--- src/include/wwd_watchdog_map.vh ---
`ifndef WWD_WATCHDOG_MAP_VH
`define WWD_WATCHDOG_MAP_VH

// ----------------------------------------------------------------
// Register offsets (byte addresses)
// ----------------------------------------------------------------
`define WWD_OFF_RESTART_COMMAND   4'h0
`define WWD_OFF_MODE_CONFIG       4'h4
`define WWD_OFF_FAULT_STATUS      4'h8

// ----------------------------------------------------------------
// Restart command fields
// ----------------------------------------------------------------
`define WWD_CR_KEY_MSB            31
`define WWD_CR_KEY_LSB            24
`define WWD_CR_KEY_VALUE          8'ha5
`define WWD_CR_RESTART_BIT        0

// ----------------------------------------------------------------
// Mode configuration fields
// ----------------------------------------------------------------
`define WWD_MR_LOAD_MSB           11
`define WWD_MR_LOAD_LSB           0
`define WWD_MR_IRQ_EN_BIT         12
`define WWD_MR_RST_EN_BIT         13
`define WWD_MR_PROC_ONLY_BIT      14
`define WWD_MR_DISABLE_BIT        15
`define WWD_MR_DELTA_MSB          27
`define WWD_MR_DELTA_LSB          16
`define WWD_MR_DBG_HALT_BIT       28
`define WWD_MR_IDLE_HALT_BIT      29
`define WWD_MR_USED_MASK          32'h3fffffff
`define WWD_MR_RESET_VALUE        32'h3fff2fff

// ----------------------------------------------------------------
// Fault status fields
// ----------------------------------------------------------------
`define WWD_SR_UNDERFLOW_BIT      0
`define WWD_SR_WINDOW_ERR_BIT     1
`define WWD_SR_RESET_VALUE        32'h00000000

// ----------------------------------------------------------------
// Timing
// ----------------------------------------------------------------
`define WWD_HCLK_HZ               20000000
`define WWD_SLOW_CLK_HZ           32768
`define WWD_SLOW_DIV_CYCLES       (`WWD_HCLK_HZ / `WWD_SLOW_CLK_HZ)
`define WWD_PRESCALE_DIV          128

`endif

--- src/design/wwd_watchdog.v ---
`timescale 1ns/1ps
`include "wwd_watchdog_map.vh"

module wwd_watchdog (
    // Clock and reset
    input  wire        hclk,
    input  wire        hresetn,
    // AHB-Lite slave
    input  wire        hsel,
    input  wire [31:0] haddr,
    input  wire [1:0]  htrans,
    input  wire        hwrite,
    input  wire [2:0]  hsize,
    input  wire [31:0] hwdata,
    input  wire        hready,
    output wire        hreadyout,
    output wire        hresp,
    output reg  [31:0] hrdata,
    // System state, asynchronous to hclk
    input  wire        cpu_debug_state,
    input  wire        system_idle_state,
    input  wire        wdog_reset_done,
    // Fault signalling
    output reg         wdog_fault,
    output reg         fault_irq,
    output reg         all_reset_req,
    output reg         proc_reset_req
);

    // ----------------------------------------------------------------
    // Helpers
    // ----------------------------------------------------------------
    function is_reg;
        input [31:0] addr;
        input [3:0]  off;
        begin
            is_reg = (addr[31:4] == 28'h0000000) && (addr[3:0] == off);
        end
    endfunction

    function [11:0] load_field;
        input [31:0] word;
        begin
            load_field = word[`WWD_MR_LOAD_MSB:`WWD_MR_LOAD_LSB];
        end
    endfunction

    // ----------------------------------------------------------------
    // Synchronisers
    // ----------------------------------------------------------------
    reg        dbg_meta_reg;
    reg        dbg_sync_reg;
    reg        idle_meta_reg;
    reg        idle_sync_reg;
    reg        rstd_meta_reg;
    reg        rstd_sync_reg;
    reg        rstd_prev_reg;

    always @(posedge hclk or negedge hresetn) begin
        if (!hresetn) begin
            dbg_meta_reg  <= 1'b0;
            dbg_sync_reg  <= 1'b0;
            idle_meta_reg <= 1'b0;
            idle_sync_reg <= 1'b0;
            rstd_meta_reg <= 1'b0;
            rstd_sync_reg <= 1'b0;
            rstd_prev_reg <= 1'b0;
        end else begin
            dbg_meta_reg  <= cpu_debug_state;
            dbg_sync_reg  <= dbg_meta_reg;
            idle_meta_reg <= system_idle_state;
            idle_sync_reg <= idle_meta_reg;
            rstd_meta_reg <= wdog_reset_done;
            rstd_sync_reg <= rstd_meta_reg;
            rstd_prev_reg <= rstd_sync_reg;
        end
    end

    // Rising edge of the generated-reset indication
    wire reset_gen_pulse = rstd_sync_reg & ~rstd_prev_reg;

    // ----------------------------------------------------------------
    // AHB-Lite address and data phase
    // ----------------------------------------------------------------
    // Zero wait states; every access answers OKAY
    assign hreadyout = 1'b1;
    assign hresp     = 1'b0;

    wire addr_phase = hsel & htrans[1] & hready;
    wire rd_take    = addr_phase & ~hwrite;
    wire wr_take    = addr_phase & hwrite;

    reg        wr_pend_reg;
    reg        wr_cr_reg;
    reg        wr_mr_reg;

    always @(posedge hclk or negedge hresetn) begin
        if (!hresetn) begin
            wr_pend_reg <= 1'b0;
            wr_cr_reg   <= 1'b0;
            wr_mr_reg   <= 1'b0;
        end else begin
            wr_pend_reg <= wr_take;
            wr_cr_reg   <= wr_take & is_reg(haddr, `WWD_OFF_RESTART_COMMAND);
            wr_mr_reg   <= wr_take & is_reg(haddr, `WWD_OFF_MODE_CONFIG);
        end
    end

    // ----------------------------------------------------------------
    // Mode configuration
    // ----------------------------------------------------------------
    reg  [31:0] mode_reg;
    reg         mode_lock_reg;

    wire        mode_wr      = wr_pend_reg & wr_mr_reg & ~mode_lock_reg;
    wire [11:0] load_value   = load_field(mode_reg);
    wire [11:0] delta_value  = mode_reg[`WWD_MR_DELTA_MSB:`WWD_MR_DELTA_LSB];
    wire        irq_en       = mode_reg[`WWD_MR_IRQ_EN_BIT];
    wire        rst_en       = mode_reg[`WWD_MR_RST_EN_BIT];
    wire        proc_only    = mode_reg[`WWD_MR_PROC_ONLY_BIT];
    wire        cnt_disable  = mode_reg[`WWD_MR_DISABLE_BIT];
    wire        dbg_halt_en  = mode_reg[`WWD_MR_DBG_HALT_BIT];
    wire        idle_halt_en = mode_reg[`WWD_MR_IDLE_HALT_BIT];

    // Lock survives everything except hresetn, so a runaway program
    // cannot rewrite the mode after it was set once
    always @(posedge hclk or negedge hresetn) begin
        if (!hresetn) begin
            mode_reg      <= `WWD_MR_RESET_VALUE;
            mode_lock_reg <= 1'b0;
        end else if (mode_wr) begin
            mode_reg      <= hwdata & `WWD_MR_USED_MASK;
            mode_lock_reg <= 1'b1;
        end
    end

    // ----------------------------------------------------------------
    // Restart command decode
    // ----------------------------------------------------------------
    reg  [11:0] count_reg;

    wire key_ok      = hwdata[`WWD_CR_KEY_MSB:`WWD_CR_KEY_LSB] == `WWD_CR_KEY_VALUE;
    // Wrong key or restart bit low: the write is dropped entirely
    wire restart_cmd = wr_pend_reg & wr_cr_reg & key_ok & hwdata[`WWD_CR_RESTART_BIT];
    // Window check is off when delta reaches the load value
    wire window_on   = delta_value < load_value;
    wire restart_err = restart_cmd & window_on & (count_reg > delta_value);
    wire restart_ok  = restart_cmd & ~restart_err;

    // ----------------------------------------------------------------
    // Slow clock and prescaler
    // ----------------------------------------------------------------
    // The slow clock stands for a free-running oscillator; restarts
    // only reset the 128 divider behind it
    reg  [15:0] slow_div_reg;
    reg  [6:0]  presc_reg;

    wire slow_tick  = slow_div_reg == (`WWD_SLOW_DIV_CYCLES - 1);
    wire halted     = (dbg_sync_reg & dbg_halt_en) | (idle_sync_reg & idle_halt_en);
    wire running    = ~cnt_disable & ~halted;
    wire presc_tick = running & slow_tick & (presc_reg == 7'h7f);

    always @(posedge hclk or negedge hresetn) begin
        if (!hresetn) begin
            slow_div_reg <= 16'h0000;
        end else if (slow_tick) begin
            slow_div_reg <= 16'h0000;
        end else begin
            slow_div_reg <= slow_div_reg + 16'h0001;
        end
    end

    always @(posedge hclk or negedge hresetn) begin
        if (!hresetn) begin
            presc_reg <= 7'h00;
        end else if (restart_ok | mode_wr) begin
            presc_reg <= 7'h00;
        end else if (running & slow_tick) begin
            presc_reg <= presc_reg + 7'h01;
        end
    end

    // ----------------------------------------------------------------
    // Down counter
    // ----------------------------------------------------------------
    wire underflow_evt = presc_tick & (count_reg == 12'h000);

    always @(posedge hclk or negedge hresetn) begin
        if (!hresetn) begin
            count_reg <= 12'hfff;
        end else if (mode_wr) begin
            count_reg <= load_field(hwdata);
        end else if (restart_ok) begin
            count_reg <= load_value;
        end else if (underflow_evt) begin
            // Reload so the period repeats while the fault is pending
            count_reg <= load_value;
        end else if (presc_tick) begin
            count_reg <= count_reg - 12'h001;
        end
    end

    // ----------------------------------------------------------------
    // Status flags and fault
    // ----------------------------------------------------------------
    reg  unf_flag_reg;
    reg  err_flag_reg;
    reg  fault_reg;

    wire status_rd   = rd_take & is_reg(haddr, `WWD_OFF_FAULT_STATUS);
    wire flag_clear  = status_rd | reset_gen_pulse;
    wire fault_event = (underflow_evt & rst_en) | restart_err;

    // New events win over a clear in the same cycle
    always @(posedge hclk or negedge hresetn) begin
        if (!hresetn) begin
            unf_flag_reg <= 1'b0;
            err_flag_reg <= 1'b0;
            fault_reg    <= 1'b0;
        end else begin
            unf_flag_reg <= (unf_flag_reg & ~flag_clear) | underflow_evt;
            err_flag_reg <= (err_flag_reg & ~flag_clear) | restart_err;
            fault_reg    <= (fault_reg & ~flag_clear) | fault_event;
        end
    end

    // ----------------------------------------------------------------
    // Fault outputs
    // ----------------------------------------------------------------
    always @(posedge hclk or negedge hresetn) begin
        if (!hresetn) begin
            wdog_fault     <= 1'b0;
            fault_irq      <= 1'b0;
            all_reset_req  <= 1'b0;
            proc_reset_req <= 1'b0;
        end else begin
            wdog_fault     <= fault_reg;
            fault_irq      <= irq_en & (unf_flag_reg | err_flag_reg);
            all_reset_req  <= fault_reg & rst_en & ~proc_only;
            proc_reset_req <= fault_reg & rst_en & proc_only;
        end
    end

    // ----------------------------------------------------------------
    // Read data
    // ----------------------------------------------------------------
    // Sampled in the address phase so the status value returned is the
    // one that the read clears
    reg  [31:0] rd_next;

    always @* begin
        rd_next = 32'h00000000;
        if (is_reg(haddr, `WWD_OFF_MODE_CONFIG)) begin
            rd_next = mode_reg;
        end else if (is_reg(haddr, `WWD_OFF_FAULT_STATUS)) begin
            rd_next[`WWD_SR_UNDERFLOW_BIT]  = unf_flag_reg;
            rd_next[`WWD_SR_WINDOW_ERR_BIT] = err_flag_reg;
        end
    end

    always @(posedge hclk or negedge hresetn) begin
        if (!hresetn) begin
            hrdata <= `WWD_SR_RESET_VALUE;
        end else if (rd_take) begin
            hrdata <= rd_next;
        end
    end

endmodule

--- config.mk ---
export PLATFORM = sky130hd
export DESIGN_NAME = wwd_watchdog
export DESIGN_NICKNAME = d
export VERILOG_FILES = /design/src/design/wwd_watchdog.v
export VERILOG_INCLUDE_DIRS = /design/src /design/src/include
export SDC_FILE = /design/constraint.sdc
export NUM_CORES = 1
export LEC_CHECK = 0
export BUFFER_PORTS_ARGS = -buffer_cell sky130_fd_sc_hd__clkbuf_2
export CORE_ASPECT_RATIO = 0.5
export CORE_MARGIN = 3
export CORE_UTILIZATION = 56
export DETAILED_ROUTE_END_ITERATION = 8
export PLACE_DENSITY = 0.79
export SYNTH_ARGS = -nofsm -noshare
export SYNTH_HDL_FRONTEND = slang
export SYNTH_SLANG_ARGS = --single-unit
export TNS_END_PERCENT = 10
--- constraint.sdc ---
create_clock -name hclk -period 6.6 [get_ports hclk]
set_input_delay 0.66 -clock hclk [delete_from_list [all_inputs] [get_ports hclk]]
set_output_delay 0.66 -clock hclk [all_outputs]
set_load 0.05 [all_outputs]
== Yosys cells after proc, flatten, opt, wreduce, memory -nomap -nowiden ==
Index checks and enable logic that the tools add are counted.
Word-level totals
  register bits: 115
  bits of input ports: 77
  output and inout port bits: 38
  logic and storage cells: 97
Cells by class
  $add $sub $neg: 3
  order comparisons: 2
  equality and inequality tests: 5
  mux-type cells: 10
  bitwise gates (word level): 46
  reductions and logical operators: 8
Operators by type and width (number)
  two-way mux 12 bit: 4
  AND 1 bit: 30
  zero test 28 bit: 1
  two-way mux 28 bit: 1
  adder 16 x 1 -> 16 bit, second input constant: 1
  equality test 16 x 10 -> 1 bit, second input constant: 1
  two-way mux 16 bit: 1
  two-way mux 7 bit: 2
  > comparator 12 bit: 1
  zero test 12 bit: 1
  < comparator 12 bit: 1
  subtractor 12 x 1 -> 12 bit, second input constant: 1
  equality test 8 bit, second input constant: 1
  NOT 1 bit: 8
  bitwise OR 1 bit: 8
  adder 7 x 1 -> 7 bit, second input constant: 1
  equality test 7 bit, second input constant: 1
  equality test 4 x 3 -> 1 bit, second input constant: 1
  equality test 4 bit, second input constant: 1
  zero test 4 bit: 1
  two-way mux 2 bit: 2
  nonzero test 4 bit: 1
  logical AND 1 bit: 3
  nonzero test 2 bit: 1

== Depth between registers and ports, before layout ==
  depth after elaboration: 10
  mapped depth: 12
  mapped depth without buffers: 9

== Worst setup path before layout ==
OpenSTA, ideal clock, no wires.
  kind: register to register
  from: register mode_reg[23]
  to: register count_reg[10]
  setup time: 83 ps
  arrival time: 2625 ps
  slack: 3892 ps
  stages on the path, launching flop included: 11
  buffers on the path: 1
  clock period less this slack: 2708 ps
  path through: dfstp_2 inv_1 ha_1 a21oi_1 o21ai_0 a221o_1 o211a_1 o211ai_1 clkbuf_1 nand2_1 o32a_1
Between the ends
  word-level cells in the longest chain between the ends: 7
  elaborated cells between the ends (all ways): 9
Ends and longest elaborated chain
  from (decl): RTL line wwd_watchdog.v:112  | reg [31:0] mode_reg;
  from (signal assigned): RTL line wwd_watchdog.v:129  | mode_reg <= `WWD_MR_RESET_VALUE;
  from (signal assigned): RTL line wwd_watchdog.v:132  | mode_reg <= hwdata & `WWD_MR_USED_MASK;
  < comparator 12 bit: RTL line wwd_watchdog.v:146  | wire window_on = delta_value < load_value;
  AND 1 bit: RTL line wwd_watchdog.v:147  | wire restart_err = restart_cmd & window_on & (count_reg > delta_value);
  AND 1 bit *: RTL line wwd_watchdog.v:147
  NOT 1 bit *: RTL line wwd_watchdog.v:148  | wire restart_ok = restart_cmd & ~restart_err;
  AND 1 bit *: RTL line wwd_watchdog.v:148
  two-way mux 12 bit: RTL line wwd_watchdog.v:193  | end else if (restart_ok) begin
  two-way mux 12 bit: RTL line wwd_watchdog.v:191  | end else if (mode_wr) begin
  to (signal assigned): RTL line wwd_watchdog.v:192  | count_reg <= load_field(hwdata);
  to (signal assigned): RTL line wwd_watchdog.v:194  | count_reg <= load_value;
  to (signal assigned): RTL line wwd_watchdog.v:197  | count_reg <= load_value;
  to (decl): RTL line wwd_watchdog.v:140  | reg [11:0] count_reg;
Every way passes the cells marked *; elsewhere a longest branch is shown, timed or not.
A chain may end at the register's enable or synchronous reset.

== Worst setup path after layout ==
  from: register mode_reg[7]
  to: register count_reg[3]
Between the ends
  word-level cells in the longest chain between the ends: 7
  elaborated cells between the ends (all ways): 8
Ends and longest elaborated chain (RTL line)
  < comparator 12 bit *: wwd_watchdog.v:146
  AND 1 bit * (2 in a row): wwd_watchdog.v:147
  NOT 1 bit *: wwd_watchdog.v:148
  AND 1 bit *: wwd_watchdog.v:148
  two-way mux 12 bit: wwd_watchdog.v:193
  two-way mux 12 bit: wwd_watchdog.v:191
Marks and branches as above.

==> qor.yml <==
global_routing:
  antenna_found_initial: 0
  overflow: 0
  grt_pass1_wl_mm: 22.2
  grt_use_met3: 0.0606
  grt_util_met1: 0.350
  gr-usage-all-layers: 0.252
  busiest_layer: "met2"
  grt_pass1_vias: 4454
  grt_max_degree: 75
  met2_usage: 0.393
power:
  power_w: 0.00173
  power.density_mw_per_mm2: 254
  p_leak_nw: 3.58
  irDropWorstVdd_mv: 0.169
synthesis:
  synthArstFlopShare: 1.00
  synth_flop_cell: "dfrtp_1"
  yosysMostFrequentCell: "nand2_1"
  synth_edf_count: 0
  yosys.area.top_type: "dfrtp_1"
  syn_avg_cell_area_um2: 9.56
  yosysWarnings: 0
  synth_cell_type_count: 55
  netlist_top_cells_area: "dfrtp_1 33%, dfstp_2 18%, nand2_1 9.5%"
  yosysSeqAreaShare: 0.518
  synth_area_mm2: 0.00556
  synth_common_cells: "141 x nand2_1, 74 x dfrtp_1, 45 x nor2_1, 39 x dfstp_2, 30 x inv_1"
  ys_ff_latch: 113
  syn_inst: 581
  synth_top_cell_area_share: 0.333
clock_tree:
  clockRootBuffer: "clkbuf_16"
  cts.clk_slew.worst_paths_ns: 0.05
  clkSinkCount: 113
  h-tree-depth: 4
  holdBufCountCts: 0
  cts_tree: "done"
  clock_latency_ns: 0.42
  clk_path_buf_depth: 2
  ctsResizeCount: 0
  numCtsBuffers: 17
  post_cts.repair.setup_buffers: 0
sta:
  finalCriticalPeriod_ns: 3.02
  fin_worst_skew_ns: 0.0112
  post-route-period-util: 0.457
  setup_violations: 0
  hold_ws_ns: 0.225
  relSlewSlack: 0.354
  fmax_ghz: 0.332
  rsz0062_at_grt: "no"
  timing.setup.tns_ns: 0
  slew_viol_final: 0
  finalHoldViolations: 0
  tightest_slew_ns: 0.967
  setup_ws_ns: 3.58
final_layout:
  multi_input_comb_area_mm2: 0.00245
  antennaDiodeCount: 0
  fin_cells: 829
  final_nets: 791
  fillers: 640
  drive_above_1_share: 0.268
  synthToLayoutAreaGrowth_pct: 22.6
  regArea_mm2: 0.00288
worst_setup_path:
  worstSetupPathType: "reg2reg"
  reg2reg_from: "mode_reg[7]"
  worst-endpoint-required_ns: 6.94
  rr_endpoint: "count_reg[3]"
  reg2regPathDepth: 10
  cp.arrival_ns: 3.35
  worst_setup_path_start_kind: "flip-flop"
  cp_max_fo: 23
  regToRegSetupSlack_ns: 3.58
  end_kind: "flip-flop"
drt:
  avgViaCountPerCell: 5.57
  wl_per_cell_um: 16.4
  dr.pass1.iters: 4
  wl_mm: 13.6
  ant_nets: 0
  dr.first_iter.drc_count: 306
  drt_drc_violations_left: 0
  vias: 4621
placement:
  port_buffers: 106
  gp_congestion: 0.831
  pre_cts_slack_ns: 3.55
  dp_hpwl_mm: 9.68
  dp.cells: 797
floorplan:
  initial_core_util: 0.607
  die_w_um: 147
  die_h_um: 76.4
  core_mm2: 0.00916
  pin_count: 115
  die-area_mm2: 0.0112
  fp-row-count: 24
hold_path:
  min_path_type: "in2async"
status:
  status: "finished, final reports clean"
flow_run:
  maxCapViolCount: 0
per-stage QoR:
step | area [um^2] | utilization
3_5_place_dp | 6170 | 0.674
5_1_grt | 6810 | 0.744
2_1_floorplan | 5560 | -
4_1_cts | 6810 | 0.744
6_report | 6810 | 0.744
3_3_place_gp | 6170 | 0.674
worst max-delay path, cell delays in order (launching register included):
cell and delay [ns]:
dfstp_2 0.53, inv_1 0.08, ha_1 0.34, a21oi_1 0.16, o21ai_0 0.17, a211oi_1 0.38
nor2_1 0.09, a2111oi_2 0.33, buf_4 0.31, mux2_1 0.35, a31oi_1 0.17
layout by cell type (no fill, tap or decap), types with 3 or more instances in the layout:
cell / netlist / layout
nor2b_1: 3 / 3
dfstp_2: 39 / 39
clkbuf_16: 0 / 17
buf_4: 4 / 5
nand4_1: 6 / 6
inv_1: 30 / 30
o32a_1: 10 / 10
nand2_1: 141 / 141
a211oi_1: 3 / 3
a21oi_1: 8 / 8
bufinv_16: 0 / 4
nor3_1: 6 / 6
nor3b_1: 3 / 3
o31ai_1: 23 / 23
nor4_1: 13 / 13
nor2_1: 45 / 44
dfrtp_1: 74 / 74
xnor2_1: 11 / 11
xor2_1: 15 / 15
conb_1: 2 / 4
nand3_1: 15 / 15
clkbuf_8: 0 / 4
and3_1: 14 / 14
clkinv_2: 0 / 4
o21ai_0: 29 / 29
clkbuf_2: 0 / 105
ha_1: 28 / 28
worst max-delay path by stage:
stage / to / slack [ns] / cells past startpoint / startpoint
2_1_floorplan: count_reg[10] / 3.89 / 10 / mode_reg[23]
3_3_place_gp: hrdata[25] / 3.66 / 7 / haddr[13]
3_5_place_dp: hrdata[5] / 3.55 / 7 / haddr[13]
4_1_cts: count_reg[3] / 3.64 / 10 / mode_reg[7]
5_1_grt: count_reg[3] / 3.43 / 10 / mode_reg[7]
6_report: count_reg[3] / 3.58 / 10 / mode_reg[7]
area by class of cell:
class | instances | area share
clock buffer | 22 | 0.0711
sequential | 113 | 0.422
clock inverter | 10 | 0.0230
inverter | 30 | 0.0165
multi-input combinational | 414 | 0.360
tap | 130 | 0.0239
timing repair buffer | 110 | 0.0827
routing by layer:
layer  share of wire  routed length [um]
met5               0                   0
met4           0.012                 168
met3           0.061                 833
met2            0.46                6300
met1            0.46                6290
where the power goes:
group	switching, W	internal [W]
clock network	0.000312	0.000669
registers	0.00000158	0.000698
logic	0.0000325	0.0000190
total	0.000346	0.00139
cells by family (layout without fill, tap and decap cells):
kind of cell	after synthesis	after routing	synth area share
compound gates	90	90	0.113
other cells	2	4	0.00135
fa+ha+maj	28	28	0.0631
simple gates	264	264	0.218
mux	2	2	0.00383
buf+inv	56	172	0.0421
flops	113	113	0.518
xor+xnor	26	26	0.0410
(Power assumes the default switching activity.)
